==> src/shared/exec_defs.svh <==
/*
  Constants of the instruction execution block: widths, field positions,
  reset values and timing counts.
  Assumes inclusion by bare name from the package and the design files.
*/
`ifndef EXEC_DEFS_SVH
`define EXEC_DEFS_SVH

// Widths
`define EXEC_DATA_W 8
`define EXEC_FADDR_W 7
`define EXEC_FILE_DEPTH 128
`define EXEC_K_W 11
`define EXEC_PC_W 13
`define EXEC_WDOG_W 8
`define EXEC_PRESC_W 8

// Program counter high latch fields feeding pc bits 12:11
`define EXEC_LATCH_HI_BIT 4
`define EXEC_LATCH_LO_BIT 3

// Reset values
`define EXEC_PC_RST 13'h0000
`define EXEC_ACC_RST 8'h00
`define EXEC_WDOG_CLR 8'h00
`define EXEC_PRESC_CLR 8'h00
`define EXEC_FLAG_RST 1'b1

// Timing: one instruction cycle lasts this many mclk periods
`define EXEC_MCLK_NS 100
`define EXEC_INSTR_CYCLE_NS 400
`define EXEC_INSTR_CYCLE_CLKS (`EXEC_INSTR_CYCLE_NS / `EXEC_MCLK_NS)

`endif

==> src/shared/exec_pkg.sv <==
/*
  Types of the instruction execution block: operation codes, the
  instruction carrier and the sequencer states.
  Assumes exec_defs.svh on the include path.
*/
`include "exec_defs.svh"

package exec_pkg;

  // Operations handled by this block
  typedef enum logic [2:0] {
    nop_op = 3'h0,
    kick_watchdog_op = 3'h1,
    call_op = 3'h2,
    invert_file_op = 3'h3,
    zero_file_op = 3'h4,
    decrement_file_op = 3'h5,
    zero_accumulator_op = 3'h6,
    decrement_skip_if_null_op = 3'h7
  } op_type;

  // One decoded instruction as handed over by fetch
  typedef struct packed {
    op_type op;
    logic [`EXEC_FADDR_W-1:0] faddr;
    logic dest_file;
    logic [`EXEC_K_W-1:0] k;
  } instr_type;

  // Sequencer, Gray coded along idle, read, execute, second cycle
  typedef enum logic [1:0] {
    st_idle = 2'b00,
    st_read = 2'b01,
    st_exec = 2'b11,
    st_second = 2'b10
  } seq_type;

endpackage

==> src/core/file_mem.sv <==
/*
  Data register file: single write port, one read port whose data
  come out of a register one clock after the read strobe.
  Assumes one clock and a synchronous active-low reset.
*/
`timescale 1ns/1ps

module file_mem #(
  parameter int DATA_W = 8,
  parameter int DEPTH = 128,
  parameter int ADDR_W = 7
) (
  input wire logic mclk,
  input wire logic resetn,
  input wire logic rd_en,
  input wire logic [ADDR_W-1:0] rd_addr,
  output logic [DATA_W-1:0] rd_data,
  input wire logic wr_en,
  input wire logic [ADDR_W-1:0] wr_addr,
  input wire logic [DATA_W-1:0] wr_data
);

  logic [DATA_W-1:0] mem_r [DEPTH];

  // Storage write
  always_ff @(posedge mclk) begin
    if (wr_en) begin
      mem_r[wr_addr] <= wr_data;
    end
  end

  // Registered read
  always_ff @(posedge mclk) begin
    if (!resetn) begin
      rd_data <= '0;
    end else if (rd_en) begin
      rd_data <= mem_r[rd_addr];
    end
  end

endmodule

==> src/core/instr_exec.sv <==
/*
  Execution unit for the watchdog kick, call, invert, clear, decrement
  and decrement-skip instructions of an 8-bit core.
  Assumes a fetch stage on the same clock that offers one decoded
  instruction per instruction cycle and holds it while ready is low.
*/
// Notes on behaviour
// - Watchdog kick zeroes the watchdog counter.
// - Watchdog kick also zeroes the watchdog prescaler at once.
// - Watchdog kick sets expiry and sleep flags; no other status bit.
// - Call pushes current pc plus one onto the stack head first.
// - Call loads its eleven-bit operand into pc bits 10 to 0.
// - Call loads pc bits 12 and 11 from latch bits 4 and 3.
// - Call takes two instruction cycles and leaves status flags alone.
// - Invert complements the file; d picks accumulator or file.
// - Zero-file writes zero to the addressed file and sets zero flag.
// - Zero-accumulator clears the accumulator and sets the zero flag.
// - Decrement subtracts one; d picks accumulator or file.
// - Decrement-skip subtracts one, d picks destination, flags untouched.
// - Zero decrement-skip result discards next instruction, two cycles.
// - Nonzero decrement-skip result runs the next instruction normally.
`timescale 1ns/1ps
`include "exec_defs.svh"

module instr_exec #(
  parameter int CYCLE_CLKS = `EXEC_INSTR_CYCLE_CLKS
) (
  input wire logic mclk,
  input wire logic resetn,
  input wire logic instr_valid,
  input exec_pkg::instr_type instr,
  input wire logic [`EXEC_DATA_W-1:0] program_counter_high_latch,
  input wire logic wdog_step,
  output logic instr_ready,
  output logic cycle_tick,
  output logic [`EXEC_PC_W-1:0] pc,
  output logic [`EXEC_PC_W-1:0] stack_head,
  output logic stack_push,
  output logic discard_next,
  output logic [`EXEC_DATA_W-1:0] accumulator,
  output logic zero_flag,
  output logic [`EXEC_WDOG_W-1:0] watchdog_counter,
  output logic [`EXEC_PRESC_W-1:0] watchdog_prescaler,
  output logic watchdog_expiry_flag,
  output logic sleep_entered_flag
);

  localparam int CNT_W = $clog2(CYCLE_CLKS + 1);

  exec_pkg::seq_type state_r;
  exec_pkg::instr_type cur_r;
  logic [CNT_W-1:0] div_r;
  logic [`EXEC_DATA_W-1:0] file_rd;
  logic [`EXEC_DATA_W-1:0] result;
  logic result_zero;
  logic accept;
  logic file_op;
  logic wr_en;

  // Instruction cycle divider
  always_ff @(posedge mclk) begin
    if (!resetn) begin
      div_r <= '0;
      cycle_tick <= 1'b0;
    end else if (div_r == CNT_W'(CYCLE_CLKS - 1)) begin
      div_r <= '0;
      cycle_tick <= 1'b1;
    end else begin
      div_r <= div_r + CNT_W'(1);
      cycle_tick <= 1'b0;
    end
  end

  // One instruction taken per instruction cycle
  assign accept = cycle_tick && instr_valid && instr_ready;

  // Operations that read the addressed file
  always_comb begin
    file_op = (cur_r.op == exec_pkg::invert_file_op) ||
              (cur_r.op == exec_pkg::decrement_file_op) ||
              (cur_r.op == exec_pkg::decrement_skip_if_null_op);
  end

  // Result path
  always_comb begin
    case (cur_r.op)
      exec_pkg::invert_file_op: result = ~file_rd;
      exec_pkg::decrement_file_op: result = file_rd - `EXEC_DATA_W'(1);
      exec_pkg::decrement_skip_if_null_op: result = file_rd - `EXEC_DATA_W'(1);
      default: result = '0;
    endcase
    result_zero = (result == '0);
  end

  // File write: zero-file always, others when d selects the file
  always_comb begin
    wr_en = (state_r == exec_pkg::st_exec) &&
            ((cur_r.op == exec_pkg::zero_file_op) || (file_op && cur_r.dest_file));
  end

  file_mem #(
    .DATA_W(`EXEC_DATA_W),
    .DEPTH(`EXEC_FILE_DEPTH),
    .ADDR_W(`EXEC_FADDR_W)
  ) u_file (
    .mclk(mclk),
    .resetn(resetn),
    .rd_en(accept),
    .rd_addr(instr.faddr),
    .rd_data(file_rd),
    .wr_en(wr_en),
    .wr_addr(cur_r.faddr),
    .wr_data(result)
  );

  // Sequencer: read, execute, optional second instruction cycle
  always_ff @(posedge mclk) begin
    if (!resetn) begin
      state_r <= exec_pkg::st_idle;
      cur_r <= '0;
      instr_ready <= 1'b1;
    end else begin
      case (state_r)
        exec_pkg::st_idle: begin
          if (accept) begin
            cur_r <= instr;
            state_r <= exec_pkg::st_read;
          end
        end
        exec_pkg::st_read: begin
          state_r <= exec_pkg::st_exec;
        end
        exec_pkg::st_exec: begin
          if (cur_r.op == exec_pkg::call_op) begin
            state_r <= exec_pkg::st_second;
            instr_ready <= 1'b0;
          // zero result costs a NOP cycle
          end else if (cur_r.op == exec_pkg::decrement_skip_if_null_op && result_zero) begin
            state_r <= exec_pkg::st_second;
            instr_ready <= 1'b0;
          end else begin
            state_r <= exec_pkg::st_idle;
          end
        end
        exec_pkg::st_second: begin
          if (cycle_tick) begin
            state_r <= exec_pkg::st_idle;
            instr_ready <= 1'b1;
          end
        end
        default: begin
          state_r <= exec_pkg::st_idle;
          instr_ready <= 1'b1;
        end
      endcase
    end
  end

  // Program counter and stack head
  always_ff @(posedge mclk) begin
    if (!resetn) begin
      pc <= `EXEC_PC_RST;
      stack_head <= `EXEC_PC_RST;
      stack_push <= 1'b0;
    end else begin
      stack_push <= 1'b0;
      if (state_r == exec_pkg::st_exec) begin
        if (cur_r.op == exec_pkg::call_op) begin
          stack_head <= pc + `EXEC_PC_W'(1);
          stack_push <= 1'b1;
          pc <= {program_counter_high_latch[`EXEC_LATCH_HI_BIT],
                 program_counter_high_latch[`EXEC_LATCH_LO_BIT], cur_r.k};
        end else if (cur_r.op == exec_pkg::decrement_skip_if_null_op && result_zero) begin
          pc <= pc + `EXEC_PC_W'(2);
        end else begin
          pc <= pc + `EXEC_PC_W'(1);
        end
      end
    end
  end

  // Skip indication to fetch, one pulse at execute
  always_ff @(posedge mclk) begin
    if (!resetn) begin
      discard_next <= 1'b0;
    end else begin
      discard_next <= (state_r == exec_pkg::st_exec) &&
                      (cur_r.op == exec_pkg::decrement_skip_if_null_op) && result_zero;
    end
  end

  // Accumulator and zero flag
  always_ff @(posedge mclk) begin
    if (!resetn) begin
      accumulator <= `EXEC_ACC_RST;
      zero_flag <= 1'b0;
    end else if (state_r == exec_pkg::st_exec) begin
      case (cur_r.op)
        exec_pkg::invert_file_op, exec_pkg::decrement_file_op: begin
          if (!cur_r.dest_file) begin
            accumulator <= result;
          end
          zero_flag <= result_zero;
        end
        exec_pkg::decrement_skip_if_null_op: begin
          if (!cur_r.dest_file) begin
            accumulator <= result;
          end
        end
        exec_pkg::zero_file_op: begin
          zero_flag <= 1'b1;
        end
        exec_pkg::zero_accumulator_op: begin
          accumulator <= `EXEC_ACC_RST;
          zero_flag <= 1'b1;
        end
        default: begin
          accumulator <= accumulator;
        end
      endcase
    end
  end

  // Watchdog counter and prescaler; kick wins over a step
  always_ff @(posedge mclk) begin
    if (!resetn) begin
      watchdog_counter <= `EXEC_WDOG_CLR;
      watchdog_prescaler <= `EXEC_PRESC_CLR;
    end else if (state_r == exec_pkg::st_exec && cur_r.op == exec_pkg::kick_watchdog_op) begin
      watchdog_counter <= `EXEC_WDOG_CLR;
      watchdog_prescaler <= `EXEC_PRESC_CLR;
    end else if (wdog_step) begin
      watchdog_prescaler <= watchdog_prescaler + `EXEC_PRESC_W'(1);
      if (&watchdog_prescaler) begin
        watchdog_counter <= watchdog_counter + `EXEC_WDOG_W'(1);
      end
    end
  end

  // Status flags touched by the kick; counter expiry clears expiry flag
  always_ff @(posedge mclk) begin
    if (!resetn) begin
      watchdog_expiry_flag <= `EXEC_FLAG_RST;
      sleep_entered_flag <= `EXEC_FLAG_RST;
    end else if (state_r == exec_pkg::st_exec && cur_r.op == exec_pkg::kick_watchdog_op) begin
      watchdog_expiry_flag <= 1'b1;
      sleep_entered_flag <= 1'b1;
    end else if (wdog_step && (&watchdog_prescaler) && (&watchdog_counter)) begin
      watchdog_expiry_flag <= 1'b0;
    end
  end

endmodule

==> config.mk <==
export PLATFORM = sky130hd
export DESIGN_NAME = instr_exec
export DESIGN_NICKNAME = d
export VERILOG_FILES = /design/src/shared/exec_pkg.sv /design/src/core/file_mem.sv /design/src/core/instr_exec.sv
export VERILOG_INCLUDE_DIRS = /design/src /design/src/shared
export SDC_FILE = /design/constraint.sdc
export NUM_CORES = 1
export LEC_CHECK = 0
export BUFFER_PORTS_ARGS = -buffer_cell sky130_fd_sc_hd__buf_4
export CAP_MARGIN = 40
export CELL_PAD_IN_SITES_DETAIL_PLACEMENT = 1
export CELL_PAD_IN_SITES_GLOBAL_PLACEMENT = 2
export CORE_MARGIN = 4
export CORE_UTILIZATION = 30
export CTS_BUF_LIST = sky130_fd_sc_hd__clkbuf_8 sky130_fd_sc_hd__clkbuf_16
export CTS_CLUSTER_DIAMETER = 60
export DETAILED_ROUTE_END_ITERATION = 7
export PLACE_DENSITY = 0.53
export RECOVER_POWER = 100
export REMOVE_ABC_BUFFERS = 1
export SLEW_MARGIN = 10
export SYNTH_ARGS = -nofsm -noshare
export SYNTH_HDL_FRONTEND = slang
export SYNTH_SLANG_ARGS = --single-unit
==> constraint.sdc <==
create_clock -name mclk -period 9.35 [get_ports mclk]
set_input_delay 0 -clock mclk [delete_from_list [all_inputs] [get_ports mclk]]
set_output_delay 0 -clock mclk [all_outputs]
set_load 0.01 [all_outputs]
* After elaboration in Yosys (flattened, before gate mapping)
Memories as Yosys holds them, arrays and structs flattened. A register that Yosys moved wholly into a read port is not among the register bits.
Index checks and enable logic that the tools add are counted.
** Cells by class
- Add/subtract/negate cells :: 6
- Reductions and logical operators :: 35
- Equal/unequal tests :: 15
- Muxes and demuxes :: 19
- Bitwise gates (word level) :: 2
** Operator list (number)
- $pmux W8 S2 :: 2
- $mux W13 :: 2
- $add A8 B1 Y8 const B :: 2
- $reduce_and A8 Y1 :: 2
- $add A13 B1 Y13 const B :: 1
- $add A13 B2 Y13 const B :: 1
- $eq A3 B3 Y1 const B :: 4
- $logic_and A1 B1 Y1 :: 10
- $reduce_and A2 Y1 :: 5
- $reduce_or A2 Y1 :: 5
- $eq A3 B2 Y1 const B :: 3
- $reduce_and A9 Y1 :: 1
- $logic_not A8 Y1 :: 1
- $mux W2 :: 4
- $mux W8 :: 1
- $not A8 Y8 :: 1
- $pmux W2 S4 :: 1
- $sub A8 B1 Y8 const B :: 1
- $mux W1 :: 7
- $ne A2 B2 Y1 const B :: 3
- $reduce_and A3 Y1 :: 2
- $reduce_bool A2 Y1 :: 3
- $eq A2 B2 Y1 const B :: 2
- $pmux W1 S2 :: 2
- other kinds (9) :: 11
** Word-level totals
- Output and inout port bits :: 57
- Memories :: 1
- Word-level logic and storage cells :: 95
- Input port bits :: 34
- Flip-flop bits (word level) :: 83
- RAM bits :: 1024
** Memories
- u_file.mem_r :: words 128, bits a word 8, rd ports 1, clocked after Yosys merged registers in 1, wr ports 1, line file_mem.sv:23 : logic [DATA_W-1:0] mem_r [DEPTH];

* Depth between registers and ports, before layout
- Word-level depth :: 8
- Gate-level depth with buffers :: 12
- Depth with buffers taken out :: 9

* By module
A second synthesis with hierarchy kept.
** Second synthesis, totals
- Cell total of the unflattened synthesis :: 2536
- Area, all modules :: 44521.4 um2
** By module, submodules not included
- file_mem :: times used 1, cells each 2036, seq. area each 30909.6 um2, area each 40513.9 um2
- instr_exec :: times used 1, cells each 500, seq. area each 1661.6 um2, area each 4007.6 um2

* Worst setup path before layout
Ideal clock, no wire load.
- Kind :: flip-flop to flip-flop
- Start point :: register cur_r[19] (netlist name)
- End point :: memory u_file.mem_r[0][0] (data pin)
- Slack :: 2443 ps
- Arrival :: 5745 ps
- Stages on the path, launching flop included :: 4
- Setup time :: 1162 ps
- Path through :: dfxtp_1 -> clkbuf_1 -> inv_1 -> nor3_1
** On the way
- Cells in the longest elaborated chain, start to end :: 3
- Elaborated cells on any way between the ends :: 5
** RTL lines
- from (decl) :: line instr_exec.sv:51 : exec_pkg::instr_type cur_r;
- from (signal assigned) :: line instr_exec.sv:126 : cur_r <= instr;
- $eq A3 B3 Y1 :: line instr_exec.sv:86 : case (cur_r.op)
- $reduce_or A2 Y1 (no line)
- $pmux W8 S2 (*) :: line instr_exec.sv:86
- via result[0] :: line instr_exec.sv:54 : logic [`EXEC_DATA_W-1:0] result;
- to (decl) :: line file_mem.sv:23
The timed path passes the listed nets; every way through them passes the cells marked *.

* Worst setup path after layout
- Start point :: register cur_r[21] (netlist name)
- End point :: register pc[11]
** On the way
- Cells in the longest elaborated chain, start to end :: 7
- Elaborated cells on any way between the ends :: 10
** RTL lines
- $eq A3 B3 Y1 :: line instr_exec.sv:86
- $reduce_or A2 Y1 (no line)
- $pmux W8 S2 (*) :: line instr_exec.sv:86
- via result[7] :: line instr_exec.sv:54
- $logic_not A8 Y1 (*) :: line instr_exec.sv:92 : result_zero = (result == '0);
- $logic_and A1 B1 Y1 (*) :: line instr_exec.sv:173 : end else if (cur_r.op == exec_pkg::decrement_skip_if_null_op && result_zero) begin
- $mux W13 (*) :: line instr_exec.sv:173
- $mux W13 (*) :: line instr_exec.sv:168 : if (cur_r.op == exec_pkg::call_op) begin
- to (signal assigned) :: line instr_exec.sv:171 : pc <= {program_counter_high_latch[`EXEC_LATCH_HI_BIT],
- to (signal assigned) :: line instr_exec.sv:174 : pc <= pc + `EXEC_PC_W'(2);
- to (signal assigned) :: line instr_exec.sv:176 : pc <= pc + `EXEC_PC_W'(1);
- to (decl) :: line instr_exec.sv:36 : output logic [`EXEC_PC_W-1:0] pc,
Marked as above.
A chain may end at the register's enable or synchronous reset.

==> impl_metrics.toml <==
[run_status]
run_status = "finished with violations"
violations = "max-capacitance violations, max-slew violations"

[timing]
grt_setup_unrepaired = "false"
final_hold_viol_count = 0
clock.fmax_mhz = 174
worst_clock_skew_ns = 0.0202
max_slew.worst_pin.slew_ns = 3.56
finalHoldWorstSlack_ns = 0.0798
maxSlewViolCount = 784
period_share = 0.614
timing.slew.headroom = -1.37
final.setup.tns_ns = 0
period_needed_ns = 5.74
setup_violations = 0
setup_slack_ns = 3.61

[floorplanning]
initial_utilization = 0.302
io_pins = 91
area_of_the_core_sq_um = 147000
die_x_microns = 393
total_die_area_sq_um = 154000
rows = 141
die_h_microns = 393

[global_route]
grt_max_degree = 95
grt_overflow_total = 0
global_route_usage_sum = 0.162
number_of_global_route_vias_before_repair = 25200
grt_first_pass_wirelength_mm = 180
grt_antenna_before_repair = 1

[power_and_ir_drop]
p_sw_frac = 0.215
p_leak_nw = 18.8
finalPower_mw = 10.6
power.net_switching_mw = 2.27
fraction_of_power_consumed_by_sequential_logic = 0.509
power.density_nw_per_um2 = 205
internal-power_mw = 8.29
vdd_drop_max_v = 0.000189
clockPowerShare = 0.466
pwr-share-comb = 0.025

[yosys]
number_of_enable_type_register_cells_in_the_synthesized_netlist = 1024
post_synth.cell_area_avg_sq_um = 18.0
netlist_area_sq_um = 44500
postSynthRegisterBits = 1115
ys.warnings.count = 0
synth_top_flop_cell = "edfxtp_1"
async_reset_ff_frac = 0
syn-instance-count = 2467
synth_cell_type_count = 66
synth_sequential_area_ratio = 0.732

[critical_path]
crit_arrival_ns = 6.38
crit_chain = "and2_0, and3_2, a211oi_1, clkinvlp_2, clkbuf_1, nor4_4, a21oi_4, mux2i_1, o21a_1, dlygate4sd3_1"
critPathSlowestCell = "clkbuf_1"
worst_setup_path_start_kind = "flip-flop"
setup.worst_path.end_class = "flip-flop"
critical_path.n_buffers_inverters = 3
worst-setup-path-type = "reg -> reg"
worst-endpoint-required_ns = 9.99
critPathMaxStageDelay_ns = 2.40
top_family_by_delay_on_critical_path = "buffers and inverters"
critPathMaxFanout = 67

[cells_and_area]
area_delta_synth_final_pct = 15.9
nFillCells = 14700
register_area_sq_um = 32600
layout-drive-gt1-share = 0.179
multi_input_area_sq_um = 11200
nets = 2669
util_after_layout = 0.350

[route]
remaining_drc_errors = 0
dr.first_iter.drc_count = 1458
route.final.wire_length_mm = 125
dr_total_vias = 23400
wl_per_cell_microns = 26.8
vias_per_cell = 5.03
antenna_violating_nets_post_route = 0
detailedRoute.firstPassIterationCount = 5

[cts]
cts_tree = "done"
clockBufferDepth = 3
htree_num_levels = 4
cts_inserted_buffers = 134
ctsRootBufferMaster = "clkbuf_16"
clock_latency_ns = 0.76
number_of_clock_sinks = 1115
count_of_instances_resized_after_the_clock_tree_is_built = 0
clkTransAtPathRegs_ns = 0.05

[worst_hold_path]
timing.hold.worst.class = "in -> reg"

[placement]
place_ws_ns = 5.37
gp_congestion = 0.768
dp_hpwl_mm = 77.0
buffer_ports.inserted = 83

[job]
maxCapViolCount = 18
[final cells by class]
type | count | area share
well taps | 1930 | 0.0468
clock buffers | 138 | 0.0665
clock inverters | 100 | 0.0147
multi-input cells | 1193 | 0.217
flip-flops and latches | 1115 | 0.632
diodes | 3 | 0.000146
inverters | 13 | 0.000970
repair buffers | 171 | 0.0222
[layer usage]
metal | routed length [microns] | global-route usage | vias up
met2 | 61800 | 0.274 | 479
met4 | 2490 | 0.0418 | 0
met3 | 5170 | 0.0275 | 162
met1 | 55400 | 0.217 | 12500
met5 | 0 | 0 | -
li1 | - | - | 10300
[synth_stat cells, types with 3 or more instances]
cell type / count / share of area
buf_1: 11 / 0.00093
mux2i_1: 118 / 0.027
ha_1: 7 / 0.0020
o311ai_0: 3 / 0.00059
o41a_1: 6 / 0.0015
nand3b_1: 3 / 0.00051
clkbuf_1: 81 / 0.0068
a21boi_0: 24 / 0.0041
a21oi_1: 36 / 0.0041
xor2_1: 15 / 0.0030
o31a_1: 4 / 0.00079
a221oi_1: 4 / 0.00079
dfxtp_1: 91 / 0.041
or3_1: 4 / 0.00056
nor3b_1: 17 / 0.0029
inv_1: 12 / 0.0010
o211ai_1: 4 / 0.00068
a31oi_1: 9 / 0.0013
mux4_2: 234 / 0.12
xnor2_1: 12 / 0.0024
or4_1: 5 / 0.00084
and3_1: 14 / 0.0020
o21ai_0: 31 / 0.0035
nor2b_1: 32 / 0.0045
o31ai_1: 6 / 0.0010
nand2_1: 156 / 0.013
nand2b_1: 9 / 0.0013
nor2_1: 201 / 0.017
nand3_1: 42 / 0.0047
o211a_1: 13 / 0.0029
and2_1: 6 / 0.00084
buf_2: 26 / 0.0029
a22oi_1: 8 / 0.0014
a211oi_1: 20 / 0.0034
nand4_1: 10 / 0.0014
a22o_1: 6 / 0.0012
and3_2: 3 / 0.00051
nor3_1: 24 / 0.0027
o22ai_1: 54 / 0.0076
edfxtp_1: 1024 / 0.69
o221ai_1: 24 / 0.0047
buf_6: 5 / 0.0013
buf_4: 22 / 0.0037
[state kept, by name, summed over array words and instances, names as in the netlist]
name / cells
pc: 13
watchdog_counter: 8
watchdog_expiry_flag: 1
state_r: 2
accumulator: 8
stack_push: 1
zero_flag: 1
watchdog_prescaler: 8
stack_head: 13
instr_ready: 1
u_file.rd_data: 8
discard_next: 1
u_file.mem_r: 1024
cur_r: 22
div_r: 3
cycle_tick: 1
[cells in the final DEF, fill, tap and decap left out, drive strengths merged, types with 43 or more instances in the layout]
cell type | Yosys | layout
nand2 | 156 | 156
clkinv | 0 | 43
nor2 | 201 | 201
clkbuf | 82 | 225
mux2i | 118 | 118
dfxtp | 91 | 91
mux4 | 234 | 234
o22ai | 54 | 54
inv | 13 | 59
edfxtp | 1024 | 1024
buf | 64 | 52
[stage by stage]
| stage | instance area [sq um] | cells |
|---|---|---|
| global route | 51600 | 4660 |
| floorplan | 43800 | 2321 |
| finish | 51600 | 4663 |
| global placement | 47200 | 4371 |
| detailed placement | 47500 | 4387 |
| CTS | 52000 | 4657 |
[final timing paths]
path | from | endpoint | slack (ns) | cells past startpoint
worst max register to register | cur_r[21] | pc[11] | 3.61 | 10
worst min register to register | div_r[0] | div_r[0] | 0.42 | 1
worst max-delay path | cur_r[21] | pc[11] | 3.61 | 10
worst min-delay path | instr[5] | cur_r[5] | 0.08 | 4
[tightest hold or removal path: stages]
cell           delay (ns)
dlygate4sd3_1        0.53
buf_4                0.13
nand2_1              0.05
a21boi_0             0.07
[what timing repair did]
| item | in CTS | in global routing |
|---|---|---|
| hold buffers | 32 | 0 |
| setup buffers | 0 | 0 |
| endpoints found under the hold margin | 59 | 0 |
[power groups by stage]
stage          Clock, mW  Combinational [mW]  Sequential (mW)
2_1_floorplan          0               0.101             5.48
3_3_place_gp           0               0.260             5.48
3_5_place_dp           0               0.264             5.48
4_1_cts             5.08               0.274             5.38
5_1_grt             5.31               0.286             5.38
6_report            4.92               0.265             5.38
[logic make-up after synthesis]
family / synth area share
and+or+nand+nor: 0.0558
DFF: 0.732
AOI/OAI and AO/OA: 0.0427
muxes: 0.145
other: 0.0000843
adders and majority gates: 0.00197
xor gates and xnor gates: 0.00532
buffers and inverters: 0.0169
(Power assumes the default switching activity.)
